`src/hdl/hbic_pkg.sv`:
```
// Package for the host-side controller of the flash disk bus interface
package hbic_pkg;
  localparam int ADDR_W = 13;
  localparam int DATA_W = 16;
  localparam int SYS_ADDR_W = 16;
  // Strobe timing in ns, converted to 100 MHz cycles
  localparam int CLK_NS = 10;
  localparam int T_STROBE_NS = 70;
  localparam int T_AVD_NS = 20;
  localparam int T_RST_NS = 1000;
  localparam int STROBE_CYC = (T_STROBE_NS + CLK_NS - 1) / CLK_NS;
  localparam int AVD_CYC = (T_AVD_NS + CLK_NS - 1) / CLK_NS;
  localparam int RST_CYC = (T_RST_NS + CLK_NS - 1) / CLK_NS;
  localparam int CNT_W = 8;
  localparam logic [1:0] BUS_W32 = 2'h2;
  localparam logic [1:0] BUS_W16 = 2'h1;

  typedef struct packed {
    logic write;
    logic mux_mode;
    logic [1:0] width;
    logic [SYS_ADDR_W-1:0] addr;
    logic [DATA_W-1:0] wdata;
  } hbic_req_s;

  typedef struct packed {
    logic ce_n;
    logic oe_n;
    logic we_n;
    logic avd_n;
    logic rst_n;
  } hbic_ctl_s;
endpackage

```
`src/hdl/hbic_host.sv`:
```
// Host controller driving the flash disk device pins
`timescale 1ns/1ps
`default_nettype none
// Function
// - Address-valid falls after reset, before first read; the code drops it only at the start of each multiplexed access
// - First access waits until busy released
// - Each device selected by own identity
// - 32-bit host shifts address by one, device A0 held low
// - Interrupt trigger type matches device
// - Strobes from host read, write, select
// - Device reset from host power-on reset
module hbic_host (
  input wire logic clk_i,
  input wire logic srst_i,
  input wire logic req_valid_i,
  input wire hbic_pkg::hbic_req_s req_i,
  output logic req_ready_o,
  output logic rsp_valid_o,
  output logic [hbic_pkg::DATA_W-1:0] rsp_data_o,
  input wire logic cfg_16bit_i,
  input wire logic cfg_second_dev_i,
  input wire logic cfg_unlock_i,
  input wire logic cfg_irq_edge_i,
  output logic irq_o,
  output logic [hbic_pkg::ADDR_W-1:0] dev_addr_o,
  input wire logic [hbic_pkg::DATA_W-1:0] dev_data_i,
  output logic [hbic_pkg::DATA_W-1:0] dev_data_o,
  output logic dev_data_oe_o,
  output hbic_pkg::hbic_ctl_s dev_ctl_o,
  output logic dev_if_cfg_o,
  output logic dev_lock_n_o,
  output logic [1:0] dev_ident_o,
  input wire logic dev_busy_n_i,
  input wire logic dev_irq_n_i
);
  typedef enum {ST_RESET, ST_BUSY, ST_IDLE, ST_AVD, ST_STROBE, ST_DONE}
    hbic_state_e;
  hbic_state_e state_q;
  logic [hbic_pkg::CNT_W-1:0] cnt_q;
  logic busy_m_q, busy_s_q, irq_m_q, irq_s_q, irq_prev_q;
  hbic_pkg::hbic_req_s cur_q;
  logic [hbic_pkg::ADDR_W-1:0] eff_addr;
  logic [hbic_pkg::DATA_W-1:0] data_m_q, data_s_q;

  // Pin synchronisers
  always_ff @(posedge clk_i) begin
    busy_m_q <= dev_busy_n_i;
    busy_s_q <= busy_m_q;
    irq_m_q <= dev_irq_n_i;
    irq_s_q <= irq_m_q;
    data_m_q <= dev_data_i;
    data_s_q <= data_m_q;
  end

  // 32-bit host: device A0 low, A1 from system bit 2
  always_comb begin
    if (cur_q.width == hbic_pkg::BUS_W32) begin
      eff_addr = {cur_q.addr[hbic_pkg::ADDR_W:2], 1'b0};
    end else begin
      eff_addr = cur_q.addr[hbic_pkg::ADDR_W-1:0];
    end
  end

  always_ff @(posedge clk_i) begin
    if (srst_i) begin
      state_q <= ST_RESET;
      cnt_q <= '0;
      cur_q <= '0;
    end else begin
      unique case (state_q)
        ST_RESET: begin
          cnt_q <= cnt_q + 1'b1;
          if (cnt_q == hbic_pkg::CNT_W'(hbic_pkg::RST_CYC)) begin
            state_q <= ST_BUSY;
            cnt_q <= '0;
          end
        end
        ST_BUSY: begin
          if (busy_s_q) begin
            state_q <= ST_IDLE;
          end
        end
        ST_IDLE: begin
          cnt_q <= '0;
          if (req_valid_i) begin
            cur_q <= req_i;
            state_q <= req_i.mux_mode ? ST_AVD : ST_STROBE;
          end
        end
        ST_AVD: begin
          cnt_q <= cnt_q + 1'b1;
          if (cnt_q == hbic_pkg::CNT_W'(hbic_pkg::AVD_CYC)) begin
            state_q <= ST_STROBE;
            cnt_q <= '0;
          end
        end
        ST_STROBE: begin
          cnt_q <= cnt_q + 1'b1;
          if (cnt_q == hbic_pkg::CNT_W'(hbic_pkg::STROBE_CYC)) begin
            state_q <= ST_DONE;
          end
        end
        ST_DONE: state_q <= ST_IDLE;
      endcase
    end
  end

  // Pin drive, all from flops
  always_ff @(posedge clk_i) begin
    if (srst_i) begin
      dev_ctl_o <= '{ce_n: 1'b1, oe_n: 1'b1, we_n: 1'b1, avd_n: 1'b1,
                     rst_n: 1'b0};
      dev_addr_o <= '0;
      dev_data_o <= '0;
      dev_data_oe_o <= 1'b0;
    end else begin
      dev_ctl_o.rst_n <= (state_q != ST_RESET);
      dev_ctl_o.avd_n <= !(state_q == ST_AVD && cnt_q == '0);
      dev_ctl_o.ce_n <= !(state_q == ST_STROBE);
      dev_ctl_o.oe_n <= !(state_q == ST_STROBE && !cur_q.write);
      dev_ctl_o.we_n <= !(state_q == ST_STROBE && cur_q.write);
      dev_addr_o <= eff_addr;
      if (state_q == ST_AVD) begin
        dev_data_o <= hbic_pkg::DATA_W'(eff_addr);
        dev_data_oe_o <= 1'b1;
      end else if (state_q == ST_STROBE && cur_q.write) begin
        dev_data_o <= cur_q.wdata;
        dev_data_oe_o <= 1'b1;
      end else begin
        dev_data_oe_o <= 1'b0;
      end
    end
  end

  // Static straps and configuration
  always_ff @(posedge clk_i) begin
    if (srst_i) begin
      dev_if_cfg_o <= 1'b0;
      dev_lock_n_o <= 1'b0;
      dev_ident_o <= 2'h0;
    end else begin
      dev_if_cfg_o <= cfg_16bit_i;
      dev_lock_n_o <= cfg_unlock_i;
      dev_ident_o <= {1'b0, cfg_second_dev_i};
    end
  end

  // Response capture; 8-bit mode upper lane forced to zero, pull-up ones dropped
  always_ff @(posedge clk_i) begin
    if (srst_i) begin
      rsp_valid_o <= 1'b0;
      rsp_data_o <= '0;
      req_ready_o <= 1'b0;
    end else begin
      rsp_valid_o <= (state_q == ST_STROBE) &&
        (cnt_q == hbic_pkg::CNT_W'(hbic_pkg::STROBE_CYC));
      // Strobe has stood long enough for the two-flop copy to hold it
      if (state_q == ST_STROBE && !cur_q.write &&
          cnt_q == hbic_pkg::CNT_W'(hbic_pkg::STROBE_CYC)) begin
        rsp_data_o <= cfg_16bit_i ? data_s_q :
          {8'h00, data_s_q[7:0]};
      end
      req_ready_o <= (state_q == ST_IDLE) && !req_valid_i;
    end
  end

  // Interrupt input: active low, level or falling edge
  always_ff @(posedge clk_i) begin
    if (srst_i) begin
      irq_prev_q <= 1'b1;
      irq_o <= 1'b0;
    end else begin
      irq_prev_q <= irq_s_q;
      irq_o <= cfg_irq_edge_i ? (irq_prev_q && !irq_s_q) : !irq_s_q;
    end
  end

  AST_NO_STROBE_BEFORE_READY: assert property (@(posedge clk_i)
    disable iff (srst_i) (state_q == ST_BUSY) |-> ##1 dev_ctl_o.ce_n)
    else $error("chip enable asserted while device busy");
  AST_STROBES_EXCLUSIVE: assert property (@(posedge clk_i)
    disable iff (srst_i) !(!dev_ctl_o.oe_n && !dev_ctl_o.we_n))
    else $error("read and write strobes together");
  AST_AVD_BEFORE_CE: assert property (@(posedge clk_i)
    disable iff (srst_i) $fell(dev_ctl_o.avd_n) |-> dev_ctl_o.ce_n)
    else $error("address valid fell during chip enable");
  AST_RESET_LOW_FIRST: assert property (@(posedge clk_i)
    disable iff (srst_i) (state_q == ST_RESET) |-> ##1 !dev_ctl_o.rst_n)
    else $error("device reset released too early");
  AST_IDENT_HIGH_LOW: assert property (@(posedge clk_i)
    disable iff (srst_i) !dev_ident_o[1])
    else $error("upper identity strap not low");
  AST_OE_WHEN_WRITE: assert property (@(posedge clk_i)
    disable iff (srst_i) !dev_ctl_o.we_n |-> dev_data_oe_o)
    else $error("data not driven during write");
  AST_NO_DRIVE_READ: assert property (@(posedge clk_i)
    disable iff (srst_i) !dev_ctl_o.oe_n |-> !dev_data_oe_o)
    else $error("host drives data during read");
  AST_RSP_AFTER_STROBE: assert property (@(posedge clk_i)
    disable iff (srst_i) rsp_valid_o |-> !$past(dev_ctl_o.ce_n))
    else $error("response without chip enable");
  AST_AVD_ADDR_DRIVEN: assert property (@(posedge clk_i)
    disable iff (srst_i) !dev_ctl_o.avd_n |-> dev_data_oe_o && dev_ctl_o.ce_n)
    else $error("address valid low without address on bus");
endmodule // hbic_host
`default_nettype wire

```
`config.mk`:
```
export PLATFORM = sky130hd
export DESIGN_NAME = hbic_host
export DESIGN_NICKNAME = d
export VERILOG_FILES = /design/src/hdl/hbic_pkg.sv /design/src/hdl/hbic_host.sv
export SDC_FILE = /design/constraint.sdc
export NUM_CORES = 1
export LEC_CHECK = 0
export BUFFER_PORTS_ARGS = -buffer_cell sky130_fd_sc_hd__clkbuf_2
export CORE_ASPECT_RATIO = 1.75
export CORE_MARGIN = 3
export CORE_UTILIZATION = 45
export CTS_BUF_LIST = sky130_fd_sc_hd__clkbuf_2
export DETAILED_ROUTE_END_ITERATION = 8
export PLACE_DENSITY = 0.7
export SLEW_MARGIN = 20
export SYNTH_ARGS = -nofsm -noshare
export SYNTH_HDL_FRONTEND = slang
export SYNTH_SLANG_ARGS = --single-unit
```
`constraint.sdc`:
```
create_clock -name clk_i -period 2.2 [get_ports clk_i]
set_clock_uncertainty 0.1 [all_clocks]
set_input_delay 0.11 -clock clk_i [delete_from_list [all_inputs] [get_ports clk_i]]
set_output_delay 0.11 -clock clk_i [all_outputs]
set_load 0.005 [all_outputs]
```
Yosys cells after proc, flatten, opt, wreduce, memory -nomap -nowiden --
Index checks and enable logic that the tools add are counted.
Word-level totals: bits in latches 0, input bits 61, logic and storage cells 87, memories kept 0, memory bits (read-only) 0, memory bits (writable) 0, flip-flop bits (word level) 168, output and inout bits 58
Operators by class: multiply operators 0, bitwise logic cells 0, muxes and demuxes 17, $add $sub $neg 1, equality and inequality tests 17, divide/modulo/power cells 0, reduce and logical (&&, ||, !) cells 22, shifts and indexed selects 0, magnitude comparators 0
Operators with widths (count):
- $pmux 32 s6 | 1
- $mux 32 | 5
- $eq 32x3->1 const B | 4
- $eq 32x2->1 const B | 2
- $mux 13 | 3
- $eq 32x1->1 const B | 1
- $eq 32x4->1 const B | 1
- $logic_not 32->1 | 1
- $pmux 8 s4 | 1
- $reduce_bool 32->1 | 1
- $mux 16 | 1
- $mux 8 | 2
- $ne 2x2->1 const B | 5
- $add 8x1->8 const B | 1
- $eq 8x2->1 const B | 1
- $eq 8x3->1 const B | 1
- $eq 8x7->1 const B | 1
- $logic_not 8->1 | 1
- $logic_and 1x1->1 | 7
- $logic_not 1->1 | 7
- $reduce_and 5->1 | 1
- $reduce_bool 4->1 | 1
- $mux 1 | 3
- $mux 3 | 1
- 4 further kinds | 4

Depth between registers and ports, before layout --
Gate-level depths: netlist of run 1.
word-level depth 4, mapped depth 7, gate-level depth less buffers 6

Least setup slack after synthesis of run 1 --
No wires, ideal clock.
kind register to register, from register cnt_q[0] in the netlist's numbering, to register rsp_data_o[6] in the netlist's numbering, arrival 1445 ps, setup time 128 ps, path slack 527 ps, required time 1972 ps, path buffers 1, clock period less this slack 1673 ps, stages on the path, launching flop included 7, cell sequence dfxtp_1 > ha_1 > nand4_4 > nor3_4 > buf_6 > mux2i_1 > nor2_1
Between the ends: cells in the longest elaborated chain, start to end 2
Ends and longest elaborated chain:
- start: declaration | RTL line hbic_host.sv:39 | logic [hbic_pkg::CNT_W-1:0] cnt_q;
- start signal: assignment | RTL line hbic_host.sv:72 | cnt_q <= cnt_q + 1'b1;
- start signal: assignment | RTL line hbic_host.sv:91 | cnt_q <= cnt_q + 1'b1;
- start signal: assignment | RTL line hbic_host.sv:98 | cnt_q <= cnt_q + 1'b1;
- $eq 8x3->1 | RTL line hbic_host.sv:159 | cnt_q == hbic_pkg::CNT_W'(hbic_pkg::STROBE_CYC)) begin
- $logic_and 1x1->1 | RTL line hbic_host.sv:158 | if (state_q == ST_STROBE && !cur_q.write &&
- end signal: assignment | RTL line hbic_host.sv:160 | rsp_data_o <= cfg_16bit_i ? data_s_q :
- end: declaration | RTL line hbic_host.sv:19 | output logic [hbic_pkg::DATA_W-1:0] rsp_data_o,
Every way passes these cells. A chain may end at the register's enable or synchronous reset.

Worst setup path in the final report of run 1 --
from register state_q[1], to register dev_data_o[15] in the netlist's numbering
Between the ends: cells in the longest elaborated chain, start to end 2, elaborated cells between the ends (all ways) 4, classes of those cells eq/ne (2); reduce/logical (2)
Ends and longest elaborated chain:
- start: declaration | RTL line hbic_host.sv:38 | hbic_state_e state_q;
- start signal: assignment | RTL line hbic_host.sv:87 | state_q <= req_i.mux_mode ? ST_AVD : ST_STROBE;
- $eq 32x3->1 / $eq 32x4->1 (equally long branches) | RTL line hbic_host.sv:123, hbic_host.sv:126
- $reduce_or 2->1 (no source line) / $logic_and 1x1->1 (equally long branches)
- end signal: assignment | RTL line hbic_host.sv:124 | dev_data_o <= hbic_pkg::DATA_W'(eff_addr);
- end signal: assignment | RTL line hbic_host.sv:127 | dev_data_o <= cur_q.wdata;
- end: declaration | RTL line hbic_host.sv:27 | output logic [hbic_pkg::DATA_W-1:0] dev_data_o,
Parallel ways exist; a longest one is shown, timed or not.

==> results of run 1 <==
## metrics by stage
stage	hold slack, ns	utilization (%)
final	0.0849	64.3
after global routing	0.0185	64.3
after CTS	0.0262	64.1
after detailed placement	0.114	53.5
after global placement	0.113	53.5
after floorplan	0.0377	-
## power groups by stage
stage | Sequential, uW | Combinational, uW | Clock, uW
2_1_floorplan | 2820 | 637 | 0
6_report | 2800 | 1000 | 1460
3_5_place_dp | 2850 | 880 | 0
4_1_cts | 2800 | 1000 | 1500
3_3_place_gp | 2840 | 847 | 0
5_1_grt | 2830 | 1130 | 1610
## cell families (layout without fill, tap and decap cells)
group                      after synthesis  after routing
AOI/OAI and AO/OA                       84             84
xor gates and xnor gates                 7              7
adders and majority gates                4              4
buffers and inverters                   35            250
DFF                                    138            138
muxes                                   20             20
other                                    1              4
and+or+nand+nor                        187            187
## cell usage after synthesis, types with 4 or more instances
cell type	number
clkbuf_1	16
inv_1	6
a32oi_1	4
a21oi_1	54
mux2i_1	19
ha_1	4
dfxtp_1	138
nor2b_1	12
buf_2	8
xor2_1	4
nor2_1	46
nand2_1	100
nand4_1	4
a211oi_1	15
## worst max path at each step
stage / from / end / cells past startpoint
3_5_place_dp: state_q[1]$_SDFFE_PP0P_ / dev_data_o[0]$_SDFFE_PP0P_ / 5
3_3_place_gp: state_q[1]$_SDFFE_PP0P_ / dev_data_o[0]$_SDFFE_PP0P_ / 5
2_1_floorplan: cnt_q[0]$_SDFFE_PP0P_ / rsp_data_o[6]$_SDFFE_PP0P_ / 6
5_1_grt: state_q[1]$_SDFFE_PP0P_ / dev_data_o[15]$_SDFFE_PP0P_ / 5
6_report: state_q[1]$_SDFFE_PP0P_ / dev_data_o[15]$_SDFFE_PP0P_ / 5
4_1_cts: state_q[1]$_SDFFE_PP0P_ / dev_data_o[15]$_SDFFE_PP0P_ / 5
## layout make-up
cell class / instances / area (um2)
flip-flops and latches: 138 / 2760
repair buffers: 212 / 1520
well taps: 125 / 156
diodes: 3 / 7.51
clock buffers: 18 / 90.1
inverters: 6 / 22.5
multi-input cells: 303 / 1660
clock inverters: 14 / 146
fillers: 821 / 3540
## critical path: cells and delay by family, from the launching register on
kind          cells  cell delay (ns)
simple gates      3             0.81
mux               1             0.20
buf+inv           1             0.26
flops             1             0.45
## per-layer routing
layer | vias to the layer above | global-route usage (%) | routed length (um)
met4 | 0 | 9.19 | 356
met3 | 31 | 6.09 | 535
met5 | - | 0 | 0
li1 | 1989 | - | -
met1 | 1864 | 22.9 | 4430
met2 | 112 | 38.7 | 6580
## sequential cells by signal (all words and copies together), names as in the netlist, 3 cells and up
name and count:
data_s_q 16, rsp_data_o 16, state_q 3, dev_addr_o 13
dev_ctl_o 5, dev_data_o 16, cnt_q 8, data_m_q 16
cur_q 33
## placed cells by master (no fill, tap or decap), types with 4 or more instances in the layout
cell,n
dfxtp_1,138
clkbuf_2,133
nand2_1,100
dlygate4sd3_1,83
a21oi_1,54
nor2_1,46
mux2i_1,19
a211oi_1,15
buf_4,13
nor2b_1,12
inv_1,6
a32oi_1,4
nand4_1,4
xor2_1,4
ha_1,4
==> impl_metrics.ini, run 1 <==
[timing]
fmax_ghz = 0.522
finalCritPeriodShare_pct = 87.1
worstMarginPinSlew_ns = 0.616
fin_ws_ns = 0.283
rsz0062_at_grt = no
drv_slew = 0
relSlewSlack_pct = 58.7
finalHoldViolCount = 0
tns_ns = 0
final-setup-viol-count = 0
min_period_ns = 1.92

[power]
p_total_uw = 5260
combPwrFrac_pct = 19.1
p_int_uw = 3670
pwr-share-clk_pct = 27.8
powerDensity_mw_per_mm2 = 826
p_leak_uw = 0.00266
ir_worst_vdd_uv = 585
p_sw_uw = 1590
seq_power_share_pct = 53.2
swShare_pct = 30.2

[setup_path]
endpoint_kind = flip-flop
critical_path_arrival_ns = 2.41
ff2ff_path_depth = 5
reg2reg_from = state_q[1]$_SDFFE_PP0P_
cp_cell_sequence = nor2_2 -> and3_1 -> buf_4 -> mux2i_1 -> nor2_1
max_stage_delay_ns = 0.56
critPathRequiredTime_ns = 2.69
path_class = flip-flop to flip-flop
path_max_fanout = 16
r2r_slack_ns = 0.28
cp-start-kind = flip-flop
cp_slowest_cell = and3_1
r2r-end = dev_data_o[15]$_SDFFE_PP0P_

[synth]
synthTopCellsByArea = dfxtp_1 (60%), nand2_1 (8.2%), a21oi_1 (5.9%), mux2i_1 (4.1%), nor2_1 (3.8%)
synth-simple-area-share_pct = 18.1
yosysTopAreaCell = dfxtp_1
yosysWarnings = 0
syn-instance-count = 476
synth_area_mm2 = 0.00459
synth_edf_count = 0
ys_ff_latch = 138
async_flop_share_pct = 0
synth_top_family_by_area = simple AND/OR/NAND/NOR gates
synth_top_area_share_pct = 60.2
synth-adder-area-share_pct = 1.09
syn_avg_cell_area_um2 = 9.64
synth_compound_area_share_pct = 11.0
synth_cell_types = 45
synth-main-ff-cell = dfxtp_1
synth-xor-area-share_pct = 1.34
seq_area_frac_synth_pct = 60.2
syn-num-nets = 541
synth_mux_area_share_pct = 4.63

[die]
start_util_pct = 46.3
coreArea_mm2 = 0.00991
rows = 48
die_h_um = 140
dieArea_mm2 = 0.0115
ios = 119
die_x_um = 82.4

[flow_run]
maxCapViolations = 0

[placement]
placed_area_mm2 = 0.00530
numPortBuffers = 115
dp.cells = 701
gp_congestion = 0.805
hpwl_mm = 7.48
pre_cts_ws_ns = 0.338

[status]
status = complete, no violations

[clock_tree]
clk_pin_slew_ns = 0.20
cts_setup_buffers = 0
postCtsHoldBufs = 82
cts_root_buf = clkbuf_2
cts_buffer_depth = 2
post_cts_resized = 0
clock_latency_ns = 0.68
cts.sinks = 138
cts_buffers = 17
cts_tree = done
cts_max_level = 4

[detailed_routing]
drt_iter0_drc = 190
antenna_left = 0
wl_per_cell_um = 14.5
route.detailed.drc = 0
via_count = 3996
wl_mm = 11.9
drt-vias-per-instance = 4.88
drtPass1Iterations = 4

[finish]
drive_gt1_share_pct = 24.6
syn_to_final_growth_pct = 38.8
fin_nets = 743
design_area_mm2 = 0.00637
fin_cells = 819

[global_route]
overflow = 0
grt_pass1_vias = 3962
grt_max_degree = 34
grt_pass1_wl_mm = 18.8
antenna_found_initial = 1
grtUsageTotal_pct = 21.7

[worst_hold_path]
min_delay_path_depth = 4
hold_path_end = cur_q[28]$_SDFFE_PP0P_
min_from = req_i[28]
worst_hold_path_type = primary input to flip-flop
No activity file was read; power rests on OpenSTA's default activity.
==> run 2: changes to the inputs <==
--- a/config.mk
+++ b/config.mk
@@ -12,6 +12,7 @@
 export CTS_BUF_LIST = sky130_fd_sc_hd__clkbuf_2
 export DETAILED_ROUTE_END_ITERATION = 8
 export PLACE_DENSITY = 0.7
+export RECOVER_POWER = 50
 export SLEW_MARGIN = 20
 export SYNTH_ARGS = -nofsm -noshare
 export SYNTH_HDL_FRONTEND = slang
==> run 2 against run 1 <==
  * Non-clock buffer count stayed put
  * Sequential share of layout area is 0.26 points higher
  * Critical endpoint unchanged
  * Critical path depth is the same
  * Wire length barely moved
==> impl_metrics.ini, run 2 (same netlist as run 1, synthesis figures left out) <==
[clock_tree]
clock_latency_ns = 0.67
post_cts_resized = 0
cts_buffers = 17
cts_buffer_depth = 2
cts.sinks = 138
postCtsHoldBufs = 82
clk_pin_slew_ns = 0.21
cts_max_level = 4
cts_root_buf = clkbuf_2
cts_setup_buffers = 0
cts_tree = done

[global_route]
grt_pass1_wl_mm = 18.8
grt_max_degree = 34
grt_pass1_vias = 3962
antenna_found_initial = 1
overflow = 0
grtUsageTotal_pct = 21.7

[detailed_routing]
drtPass1Iterations = 4
drt-vias-per-instance = 4.91
antenna_left = 0
route.detailed.drc = 0
wl_per_cell_um = 14.5
wl_mm = 11.9
drt_iter0_drc = 185
via_count = 4025

[setup_path]
endpoint_kind = flip-flop
path_max_fanout = 16
cp-start-kind = flip-flop
path_class = flip-flop to flip-flop
critPathRequiredTime_ns = 2.68
critical_path_arrival_ns = 2.38

[placement]
hpwl_mm = 7.48
numPortBuffers = 115
pre_cts_ws_ns = 0.338
gp_congestion = 0.805

[die]
die_h_um = 140
start_util_pct = 46.3
rows = 48
ios = 119
die_x_um = 82.4
coreArea_mm2 = 0.00991
dieArea_mm2 = 0.0115

[flow_run]
maxCapViolations = 0

[finish]
final_cell_mix = dfxtp_1 (138), clkbuf_2 (109), nand2_1 (100)
regMostFlops = cur_q
fillers = 841
drive_gt1_share_pct = 20.8
post-route-util_pct = 63.9
seq_area_mm2 = 0.00276
multi_input_area_mm2 = 0.00166
syn_to_final_growth_pct = 38.0
final_common_cell = dfxtp_1
largest_register_ffs = 33
fin_nets = 743

[power]
p_int_uw = 3660
p_leak_uw = 0.00258
combPwrFrac_pct = 18.9
powerDensity_mw_per_mm2 = 830
ir_worst_vdd_uv = 568
p_total_uw = 5260
seq_power_share_pct = 53.3
p_sw_uw = 1590
pwr-share-clk_pct = 27.8
swShare_pct = 30.3

[timing]
rsz0062_at_grt = no
fmax_ghz = 0.526
worstMarginPinSlew_ns = 0.755
fin_ws_ns = 0.298
whs_ns = 0.0904
tns_ns = 0
final-setup-viol-count = 0
min_period_ns = 1.90
finalCritPeriodShare_pct = 86.4
drv_slew = 0
finalHoldViolCount = 0
relSlewSlack_pct = 49.7

[status]
status = complete, no violations

[worst_hold_path]
worst_hold_path_type = primary input to flip-flop
## run 2: changes by cell type in the layout (fill, tap and decap cells not counted)
cell / change
buf_4: -2
buf_1: +1
clkbuf_2: -24
clkbuf_1: +25
## run 2: area by class of cell
type / count / area share, %
diodes: 3 / 0.118
clock buffers: 18 / 1.42
clock inverters: 14 / 2.31
inverters: 6 / 0.355
multi-input cells: 303 / 26.3
flip-flops and latches: 138 / 43.6
well taps: 125 / 2.47
repair buffers: 212 / 23.5
## run 2: metrics by stage
step                      cell area (um2)  cells
after floorplan                      4590    476
after global placement               5300    701
after detailed placement             5300    701
after CTS                            6360    815
after global routing                 6330    817
final                                6340    819
## run 2: routing by layer
layer  routed length [um]  track usage (%)  part of all wire [%]  vias to the layer above
met5                    0                0                     0                        -
met4                  393             9.19                   3.3                        0
met3                  614             6.09                   5.2                       36
met2                 6560             38.7                    55                      138
met1                 4330             22.9                    36                     1863
li1                     -                -                     -                     1988
## run 2: critical path, cell delays in order, from the launching register on
cell and delay (ns):
dfxtp_1 0.45, nor2_2 0.19, and3_1 0.55, buf_4 0.26, mux2i_1 0.20, nor2_1 0.06
## run 2: power groups by stage
stage	Clock (uW)	Sequential, uW	Combinational [uW]
after global placement	0	2840	847
after detailed placement	0	2850	880
after floorplan	0	2820	637
after CTS	1500	2800	1000
after global routing	1610	2830	1120
final	1460	2800	995
## run 2: worst paths after layout
path	slack (ns)	cells past startpoint	startpoint	end
worst max-delay path	0.30	5	state_q[1]$_SDFFE_PP0P_	dev_data_o[15]$_SDFFE_PP0P_
worst min-delay path	0.09	4	req_i[11]	cur_q[11]$_SDFFE_PP0P_
worst max register to register	0.30	5	state_q[1]$_SDFFE_PP0P_	dev_data_o[15]$_SDFFE_PP0P_
worst min register to register	0.23	0	data_m_q[15]$_DFF_P_	data_s_q[15]$_DFF_P_
